--- src/rtl/hpoe_defs.vh ---
// constants for the headphone output stage enable register bank
`ifndef HPOE_DEFS_VH
`define HPOE_DEFS_VH

// ---------------------------------------------------------------------
// bus geometry
// ---------------------------------------------------------------------
`define HPOE_ADDR_W 12
`define HPOE_DATA_W 32
`define HPOE_RESP_OKAY 2'h0
`define HPOE_RESP_SLVERR 2'h2

// ---------------------------------------------------------------------
// register indices (byte address is four times the index)
// ---------------------------------------------------------------------
`define HPOE_CTRL_IDX 10'h05a
`define HPOE_STAT_IDX 10'h05b

// ---------------------------------------------------------------------
// control register fields and reset value
// ---------------------------------------------------------------------
`define HPOE_CTRL_W 8
`define HPOE_CTRL_RST 8'h00
`define HPOE_BIT_L_SHORT_RMV 7
`define HPOE_BIT_L_OUTP 6
`define HPOE_BIT_L_DLY 5
`define HPOE_BIT_L_IN 4
`define HPOE_BIT_R_SHORT_RMV 3
`define HPOE_BIT_R_OUTP 2
`define HPOE_BIT_R_DLY 1
`define HPOE_BIT_R_IN 0

// ---------------------------------------------------------------------
// status register fields
// ---------------------------------------------------------------------
`define HPOE_STAT_BIT_R_SETTLED 0
`define HPOE_STAT_BIT_L_SETTLED 1

// ---------------------------------------------------------------------
// timing: input stage settle time before the intermediate stage
// ---------------------------------------------------------------------
`define HPOE_CLK_PERIOD_PS 5000
`define HPOE_SETTLE_US 20
`define HPOE_SETTLE_CYC \
   ((`HPOE_SETTLE_US * 1000000 + `HPOE_CLK_PERIOD_PS - 1) / `HPOE_CLK_PERIOD_PS)
`define HPOE_CNT_W 13

`endif

--- src/rtl/hpoe_ctrl.v ---
// headphone output stage enable register bank with an axi4-lite slave
// Notes on behaviour
// - bit 7 removes left output short when set
// - bit 6 enables left output stage
// - bit 5 enables left intermediate stage
// - bit 4 enables left input stage
// - bit 3 removes right output short when set
// - bit 2 enables right output stage
// - bit 1 enables right intermediate stage
// - bit 0 enables right input stage
`include "hpoe_defs.vh"

module hpoe_ctrl (
   input wire ref_clk,
   input wire rst,
   // axi4-lite write address
   input wire s_axi_awvalid,
   output wire s_axi_awready,
   input wire [`HPOE_ADDR_W-1:0] s_axi_awaddr,
   input wire [2:0] s_axi_awprot,
   // axi4-lite write data
   input wire s_axi_wvalid,
   output wire s_axi_wready,
   input wire [`HPOE_DATA_W-1:0] s_axi_wdata,
   input wire [3:0] s_axi_wstrb,
   // axi4-lite write response
   output wire s_axi_bvalid,
   input wire s_axi_bready,
   output wire [1:0] s_axi_bresp,
   // axi4-lite read address
   input wire s_axi_arvalid,
   output wire s_axi_arready,
   input wire [`HPOE_ADDR_W-1:0] s_axi_araddr,
   input wire [2:0] s_axi_arprot,
   // axi4-lite read data
   output wire s_axi_rvalid,
   input wire s_axi_rready,
   output wire [`HPOE_DATA_W-1:0] s_axi_rdata,
   output wire [1:0] s_axi_rresp,
   // analogue stage controls
   output wire leftShortRemove,
   output wire leftOutputStageEnable,
   output wire leftIntermediateStageEnable,
   output wire leftInputStageEnable,
   output wire rightShortRemove,
   output wire rightOutputStageEnable,
   output wire rightIntermediateStageEnable,
   output wire rightInputStageEnable
);

   localparam integer SETTLE_CYC = `HPOE_SETTLE_CYC;
   localparam [`HPOE_CNT_W-1:0] SETTLE_LIM = SETTLE_CYC[`HPOE_CNT_W-1:0];

   // ------------------------------------------------------------------
   // state
   // ------------------------------------------------------------------
   reg [`HPOE_CTRL_W-1:0] ctrl_r;
   reg [`HPOE_CTRL_W-1:0] ctrl_nxt;
   reg awReady_r;
   reg wReady_r;
   reg awHeld_r;
   reg wHeld_r;
   reg [9:0] wIdx_r;
   reg [`HPOE_CTRL_W-1:0] wData_r;
   reg wStrb0_r;
   reg bValid_r;
   reg [1:0] bResp_r;
   reg arReady_r;
   reg rValid_r;
   reg [`HPOE_DATA_W-1:0] rData_r;
   reg [1:0] rResp_r;
   wire [1:0] settled;

   wire awTake;
   wire wTake;
   wire doWrite;
   wire bDone;
   wire arTake;
   wire rDone;
   wire [9:0] arIdx;
   wire [1:0] inStage;
   wire awHeldNxt;
   wire wHeldNxt;
   wire bValidNxt;

   assign awTake = s_axi_awvalid & awReady_r;
   assign wTake = s_axi_wvalid & wReady_r;
   assign bDone = bValid_r & s_axi_bready;
   assign doWrite = awHeld_r & wHeld_r & ~bValid_r;
   assign arTake = s_axi_arvalid & arReady_r;
   assign rDone = rValid_r & s_axi_rready;
   assign arIdx = s_axi_araddr[11:2];

   assign awHeldNxt = (awHeld_r & ~doWrite) | awTake;
   assign wHeldNxt = (wHeld_r & ~doWrite) | wTake;
   assign bValidNxt = (bValid_r & ~bDone) | doWrite;

   // ------------------------------------------------------------------
   // write channels: address and data taken in either order
   // ------------------------------------------------------------------
   // ready drops once an item is held, so a second write waits for b
   always @(posedge ref_clk or posedge rst) begin
      if (rst) begin
         awReady_r <= 1'b0;
         wReady_r <= 1'b0;
         awHeld_r <= 1'b0;
         wHeld_r <= 1'b0;
         wIdx_r <= 10'h000;
         wData_r <= `HPOE_CTRL_RST;
         wStrb0_r <= 1'b0;
      end else begin
         awHeld_r <= awHeldNxt;
         wHeld_r <= wHeldNxt;
         awReady_r <= ~awHeldNxt & ~bValidNxt;
         wReady_r <= ~wHeldNxt & ~bValidNxt;
         if (awTake) begin
            wIdx_r <= s_axi_awaddr[11:2];
         end
         if (wTake) begin
            wData_r <= s_axi_wdata[`HPOE_CTRL_W-1:0];
            wStrb0_r <= s_axi_wstrb[0];
         end
      end
   end

   // ------------------------------------------------------------------
   // control register
   // ------------------------------------------------------------------
   // no ordering or delay check: software owns the pop-free sequence
   always @* begin
      ctrl_nxt = ctrl_r;
      if (doWrite && wIdx_r == `HPOE_CTRL_IDX && wStrb0_r) begin
         ctrl_nxt = wData_r;
      end
   end

   always @(posedge ref_clk or posedge rst) begin
      if (rst) begin
         ctrl_r <= `HPOE_CTRL_RST;
      end else begin
         ctrl_r <= ctrl_nxt;
      end
   end

   // ------------------------------------------------------------------
   // write response
   // ------------------------------------------------------------------
   always @(posedge ref_clk or posedge rst) begin
      if (rst) begin
         bValid_r <= 1'b0;
         bResp_r <= `HPOE_RESP_OKAY;
      end else begin
         bValid_r <= bValidNxt;
         if (doWrite) begin
            if (wIdx_r == `HPOE_CTRL_IDX || wIdx_r == `HPOE_STAT_IDX) begin
               bResp_r <= `HPOE_RESP_OKAY;
            end else begin
               bResp_r <= `HPOE_RESP_SLVERR;
            end
         end
      end
   end

   // ------------------------------------------------------------------
   // input stage settle timers
   // ------------------------------------------------------------------
   // a status aid only: lets software poll instead of timing 20us itself
   assign inStage[0] = ctrl_r[`HPOE_BIT_R_IN];
   assign inStage[1] = ctrl_r[`HPOE_BIT_L_IN];

   genvar ch;
   generate
      for (ch = 0; ch < 2; ch = ch + 1) begin : gSettle
         reg [`HPOE_CNT_W-1:0] cnt_r;
         // own flag per channel: one process drives each bit
         reg settled_r;
         assign settled[ch] = settled_r;
         always @(posedge ref_clk or posedge rst) begin
            if (rst) begin
               cnt_r <= {`HPOE_CNT_W{1'b0}};
               settled_r <= 1'b0;
            end else if (!inStage[ch]) begin
               cnt_r <= {`HPOE_CNT_W{1'b0}};
               settled_r <= 1'b0;
            end else if (cnt_r != SETTLE_LIM) begin
               cnt_r <= cnt_r + 1'b1;
               settled_r <= 1'b0;
            end else begin
               settled_r <= 1'b1;
            end
         end
      end
   endgenerate

   // ------------------------------------------------------------------
   // read channel
   // ------------------------------------------------------------------
   always @(posedge ref_clk or posedge rst) begin
      if (rst) begin
         arReady_r <= 1'b0;
         rValid_r <= 1'b0;
         rData_r <= 32'h00000000;
         rResp_r <= `HPOE_RESP_OKAY;
      end else begin
         if (arTake) begin
            arReady_r <= 1'b0;
            rValid_r <= 1'b1;
            if (arIdx == `HPOE_CTRL_IDX) begin
               rData_r <= {24'h000000, ctrl_r};
               rResp_r <= `HPOE_RESP_OKAY;
            end else if (arIdx == `HPOE_STAT_IDX) begin
               rData_r <= {30'h00000000, settled};
               rResp_r <= `HPOE_RESP_OKAY;
            end else begin
               rData_r <= 32'h00000000;
               rResp_r <= `HPOE_RESP_SLVERR;
            end
         end else if (rDone) begin
            rValid_r <= 1'b0;
            arReady_r <= 1'b1;
         end else if (!rValid_r) begin
            arReady_r <= 1'b1;
         end
      end
   end

   // ------------------------------------------------------------------
   // outputs
   // ------------------------------------------------------------------
   assign s_axi_awready = awReady_r;
   assign s_axi_wready = wReady_r;
   assign s_axi_bvalid = bValid_r;
   assign s_axi_bresp = bResp_r;
   assign s_axi_arready = arReady_r;
   assign s_axi_rvalid = rValid_r;
   assign s_axi_rdata = rData_r;
   assign s_axi_rresp = rResp_r;

   // short stays applied while its bit is 0
   assign leftShortRemove = ctrl_r[`HPOE_BIT_L_SHORT_RMV];
   assign leftOutputStageEnable = ctrl_r[`HPOE_BIT_L_OUTP];
   assign leftIntermediateStageEnable = ctrl_r[`HPOE_BIT_L_DLY];
   assign leftInputStageEnable = ctrl_r[`HPOE_BIT_L_IN];
   assign rightShortRemove = ctrl_r[`HPOE_BIT_R_SHORT_RMV];
   assign rightOutputStageEnable = ctrl_r[`HPOE_BIT_R_OUTP];
   assign rightIntermediateStageEnable = ctrl_r[`HPOE_BIT_R_DLY];
   assign rightInputStageEnable = ctrl_r[`HPOE_BIT_R_IN];

endmodule // hpoe_ctrl

--- config.mk ---
export PLATFORM = sky130hd
export DESIGN_NAME = hpoe_ctrl
export DESIGN_NICKNAME = d
export VERILOG_FILES = /design/src/rtl/hpoe_ctrl.v
export VERILOG_INCLUDE_DIRS = /design/src /design/src/rtl
export SDC_FILE = /design/constraint.sdc
export NUM_CORES = 1
export LEC_CHECK = 0
export BUFFER_PORTS_ARGS = -buffer_cell sky130_fd_sc_hd__buf_2
export CAP_MARGIN = 10
export CORE_MARGIN = 1
export CORE_UTILIZATION = 42
export DETAILED_ROUTE_END_ITERATION = 12
export MAX_ROUTING_LAYER = met4
export PLACE_DENSITY = 0.77
export SLEW_MARGIN = 20
export SYNTH_ARGS = -nofsm -noshare
export SYNTH_HDL_FRONTEND = slang
export SYNTH_SLANG_ARGS = --single-unit
--- constraint.sdc ---
create_clock -name ref_clk -period 5.2 [get_ports ref_clk]
set_input_delay 0.52 -clock ref_clk [delete_from_list [all_inputs] [get_ports ref_clk]]
set_output_delay 0.52 -clock ref_clk [all_outputs]
set_load 0.02 [all_outputs]
* Word-level counts from Yosys, hierarchy flattened *
Index checks and enable logic that the tools add are counted.

storage, ports and cells
  bits in registers = 98
  latch bits = 0
  memory bits (writable) = 0
  memory bits (read-only) = 0
  bits of input ports = 73
  memories = 0

cells by class
  $add $sub $neg = 2
  multiply operators = 0
  div/mod/pow operators = 0
  order comparisons = 0
  equal/unequal tests = 9
  shifts and indexed selects = 0
  multiplexer cells = 18
  bitwise operators = 21
  reductions and logical operators = 4

operators by type and width
  operator                                                                    number
  13-bit two-way mux                                                          4
  10-bit by 7-bit == test with 1-bit output (second input constant)           4
  13-bit by 1-bit adder with 13-bit output (second input constant)            2
  13-bit by 12-bit inequality test with 1-bit output (second input constant)  2
  1-bit AND                                                                   12
  1-bit two-way mux                                                           9
  2-bit two-way mux                                                           4
  8-bit two-way mux                                                           1
  1-bit NOT                                                                   6
  2-bit by 1-bit inequality test with 1-bit output (second input constant)    2
  3-bit by 1-bit inequality test with 1-bit output (second input constant)    1
  1-bit OR                                                                    3
  1-bit logical AND                                                           2
  2-bit nonzero test                                                          1
  1-bit logical OR                                                            1

* Logic depth before layout (Yosys ltp) *
  depth in word-level cells = 7
  depth in mapped cells = 5
  depth with buffers taken out = 5

* Worst setup path after synthesis *
No wires, ideal clock.

  path type = register -> register
  from = register gSettle[0].cnt_r[0]
  to = register gSettle[0].cnt_r[0]
  setup time = 0.079 ns
  arrival time = 1.694 ns
  data required time = 5.121 ns
  slack = 3.426 ns
  stages on the path, launching flop included = 6
  cell sequence = dfrtp_1 > inv_1 > ha_1 > or4b_2 > nor3_4 > mux2i_1

on the way
  cells in the longest elaborated chain, start to end = 3
  elaborated cells on any way between the ends = 5
  those cells by class = add/sub (1); eq/ne (2); mux (2)

RTL lines
  what                                      line             source
  start, declared                           hpoe_ctrl.v:174  reg [`HPOE_CNT_W-1:0] cnt_r;
  start signal, assigned                    hpoe_ctrl.v:180  cnt_r <= {`HPOE_CNT_W{1'b0}};
  start signal, assigned                    hpoe_ctrl.v:183  cnt_r <= {`HPOE_CNT_W{1'b0}};
  start signal, assigned                    hpoe_ctrl.v:186  cnt_r <= cnt_r + 1'b1;
  13-bit by 1-bit adder with 13-bit output  hpoe_ctrl.v:186
  13-bit two-way mux                        hpoe_ctrl.v:185  end else if (cnt_r != SETTLE_LIM) begin
  13-bit two-way mux                        hpoe_ctrl.v:182  end else if (!inStage[ch]) begin

Several ways; a longest one is shown, not always the timed one. The select of a mux whose other input is x is not followed.
A chain may end at the register's enable or synchronous reset.

* Final worst setup path *
  from = register wIdx_r[9]
  to = register ctrl_r[4]

on the way
  cells in the longest elaborated chain, start to end = 3

RTL lines
  what                                                 line             source
  start, declared                                      hpoe_ctrl.v:63   reg [9:0] wIdx_r;
  start signal, assigned                               hpoe_ctrl.v:117  wIdx_r <= s_axi_awaddr[11:2];
  10-bit by 7-bit == test with 1-bit output (no line)  n/a
  1-bit logical AND (no line)                          n/a
  1-bit logical AND                                    hpoe_ctrl.v:132  if (doWrite && wIdx_r == `HPOE_CTRL_IDX && wStrb0_r) begin
  end signal, assigned                                 hpoe_ctrl.v:139  ctrl_r <= `HPOE_CTRL_RST;
  end signal, assigned                                 hpoe_ctrl.v:141  ctrl_r <= ctrl_nxt;
  end, declared                                        hpoe_ctrl.v:57   reg [`HPOE_CTRL_W-1:0] ctrl_r;

Every way passes these cells.

==> results summary <==
The number of core rows came out at 32. Entering global routing, the biggest net connects 73 pins. The leakage power figure is roughly 1.7 nW. The wire-length estimate of the detail-placed layout is roughly 4.6 mm. The via count of the first global-routing pass was approximately 2500. The number of flops mapped to enable cells by yosys is 0. The worst hold path begins at s_axi_awvalid.

For the worst-skew pair, the clock arrives at the later sink with an insertion delay of 340 ps. The post-detailed-route DRC marker count came out at 0. The share of the yosys chip area belonging to registers came out at a little over half. After synthesis the cells add up to roughly 3400 µm².

The floorplan step defined a die boundary enclosing about 8500 µm². The critical path starts at wIdx_r[9]$_DFFE_PP0P_. Timing analysis after detailed placement gives a worst setup slack of 3251 ps. The iteration-0 DRC count of the detailed router came out at between 100 and 150.

The count of buffers added on input and output ports is 58. The wire length of the first global-routing pass is about 11 mm. Leaving out fill and tap cells, the most frequent cells in the layout are dfrtp_1, buf_2, mux2_2, nand2_1, conb_1. The worst hold path belongs to the class in2reg.

The post-route netlist has between 20% and 30% of its cells at a drive strength greater than 1. CTS placed an instance of clkbuf_8 at the clock tree root. The measured slew at the worst slew-check pin is roughly 900 ps. The repair_antennas step left the layout with diodes totalling 0.

The number of routed nets with antenna violations came out at 0. The global-route total usage across every layer is about 17%. TritonCTS built the clock tree.

The count of non-filler cells in the finished layout came out at between 400 and 500. In this run the vertical extent of the chip is 92.30 µm. The depth of the CTS H-tree is 3. The most common cell after layout, fill and taps aside is dfrtp_1. The critical path is of the reg2reg type.

The share of synthesized area in the top cell type comes to 52.61%. Among all flip-flop cells after synthesis, the most frequent one is dfrtp_1. The post-route fraction of the period consumed by the critical path came out at a little under two fifths.

The aggregate negative setup slack is 0 ps. The initial antenna violation count came to 0. The last weighted congestion value of the routability-driven placer came out at around 0.84.

In the synthesized netlist, the number of instances is 310. The timing-limited maximum frequency is 516.5 MHz. The number of inserted filler cells in the final layout came out at 705.

Wires add up to 6.454 mm. The number of iterations in the first detailed-routing pass is 4. The via count of the routed design is around 2500.

Dividing the detail-routed wire length by the instance count gives between 10 and 15 µm. For this run, the number of Yosys warnings is 0. For this configuration, the core starts out at a cell density of between 40% and 50%. The count of cells resized by post-cts repair came out at 0. The number of pins with negative max-slew slack in the final report was 0. dfrtp_1 takes more of the synthesized area than any other cell.

After the last flow step, the layout net total stands at about 450. The count of different cell masters after synthesis came out at 40. The clock period minus worst slack came out at approximately 1900 ps.

The overflow left after global routing is 0. The data arrival time of the critical path came out at ~2200 ps. The clock-pin slew on the worst setup and hold paths is 70 ps. Measured against its own limit, the worst slew margin works out to between 30% and 40%. The worst ir drop on vdd is between 0.2 and 0.25 mV.

After synthesis, the cell types taking the most area are dfrtp_1, mux2_2, buf_4, nand2_1, o21ai_0. The maximum buffer depth of the clock tree came out at 2. The power density over the cells is 358.2 nW/µm². The number of placed instances, taps included is about 460. The final setup violation count came out at 0. After synthesis, the mean cell area works out to approximately 11 µm². The area growth from synthesis to final layout came out at 14.21%.

The number of clock sinks is 72. The worst setup path is captured at a flip-flop. The total CTS buffers came out at 9. The post-route clock skew is roughly 14 ps. The final hold violation count is 0. The area of the core region came out at roughly 7800 µm². The number of hold buffers added after CTS is 0. The startpoint kind of the worst setup timing path is a flip-flop. The required time reported for the critical path endpoint came out at 5420 ps. The proportion of register bits with asynchronous set or reset after synthesis came out at 100.0%. The top fanout value on the critical path came out at 8.

The die span in x is between 90 and 100 µm. The setup slack of the critical path after layout came out at 3264 ps. Across the run, the number of max-cap violations was 0.

The post-synthesis register bit count came out at between 70 and 80. The run finished with clean final reports. The count of buffers added by post-CTS timing repair for setup came out at 0. Setup repair after global routing left no endpoint under its margin.

The number of ports placed on the die boundary came out at 122. The reg-to-reg critical path startpoint is wIdx_r[9]$_DFFE_PP0P_. In the routed layout, each cell is associated on average with a via count of between 5 and 6.
[stage by stage]
stage | total power, mW | utilization [%] | hold slack, ps | area (µm²)
6_report | 1.401 | 50.10 | 371.9 | 3911
5_1_grt | 1.477 | 50.10 | 368.5 | 3911
2_1_floorplan | 0.9264 | - | 420.1 | 3518
4_1_cts | 1.416 | 50.10 | 359.8 | 3911
3_5_place_dp | 0.9864 | 47.68 | 443.5 | 3722
3_3_place_gp | 0.9687 | 47.68 | 435.4 | 3722
[sequential cells by signal (all words and copies together) (netlist names)]
signal,cells
awHeld_r,1
ctrl_r,8
gSettle.cnt_r,26
gSettle.settled_r,2
s_axi_arready,1
s_axi_awready,1
s_axi_bresp,1
s_axi_bvalid,1
s_axi_rdata,8
s_axi_rresp,1
s_axi_rvalid,1
s_axi_wready,1
wData_r,8
wHeld_r,1
wIdx_r,10
wStrb0_r,1
[worst paths after layout]
check / end / slack, ps / cells after the start
min in group asynchronous: gSettle[1].cnt_r[7]$_DFFE_PP0P_ / 450 / 3
max in group asynchronous: ctrl_r[0]$_DFFE_PP0P_ / 4170 / 3
setup / recovery: ctrl_r[4]$_DFFE_PP0P_ / 3260 / 3
setup reg to reg: ctrl_r[4]$_DFFE_PP0P_ / 3260 / 3
hold reg to reg: s_axi_awready$_DFF_PP0_ / 450 / 1
hold / removal: s_axi_awready$_DFF_PP0_ / 370 / 2
[layer usage]
layer | vias up | wire [µm] | track usage, %
met4 | 0 | 93 | 6.771
met5 | - | 0 | -
met3 | 13 | 343 | 4.516
met2 | 84 | 3165 | 28.17
met1 | 1226 | 2851 | 19.54
li1 | 1194 | - | -
[cell type report]
| type | instances | area, µm² | share of cell area, % |
|---|---|---|---|
| Clock buffer | 11 | 131.4 | 3.359 |
| Clock inverter | 5 | 57.56 | 1.472 |
| Inverter | 13 | 48.80 | 1.248 |
| Multi-Input combinational cell | 217 | 1446 | 36.98 |
| Sequential cell | 72 | 1802 | 46.07 |
| Tap cell | 102 | 127.6 | 3.263 |
| Timing Repair Buffer | 59 | 297.8 | 7.614 |
[kinds of logic (layout without fill, tap and decap cells)]
group                    Yosys count  count (layout)  share of synthesized area (%)
AND/OR/NAND/NOR                   98              98                          17.68
other                              1              26                         0.1095
multiplexers                      31              31                          10.05
AO/OA/AOI/OAI                     54              54                          9.171
adder cells (fa/ha/maj)            4               4                          1.462
buffers and inverters             46              88                          7.892
flip-flops                        72              72                          52.61
XOR/XNOR                           4               4                          1.023
[power by group]
part	internal (mW)	switching, mW	leakage [nW]
combinational	0.120	0.129	0.692
sequential	0.663	0.0599	0.943
clock	0.222	0.207	0.0973
[worst max-delay path: stages (launching register included)]
cell     delay (ps)
dfrtp_1         380
or3_4           400
nor4_4          640
mux2_2          400
[cell usage after synthesis (2+ instances only)]
master,count
dfrtp_1,72
mux2_2,27
buf_4,26
nand2_1,26
o21ai_0,18
a21oi_1,17
inv_1,13
nand3_1,12
o31ai_1,11
nand4_1,9
or3_1,8
or4_1,8
clkbuf_1,6
nand2b_1,6
nor2_1,5
ha_1,4
mux2i_1,4
xor2_1,4
a31oi_1,3
nand3b_1,3
nor4_1,3
a211oi_1,2
nor3_1,2
nor3b_1,2
nor4bb_1,2
or4b_2,2
or4bb_1,2
Note: power is estimated with default switching activity, not from simulation.
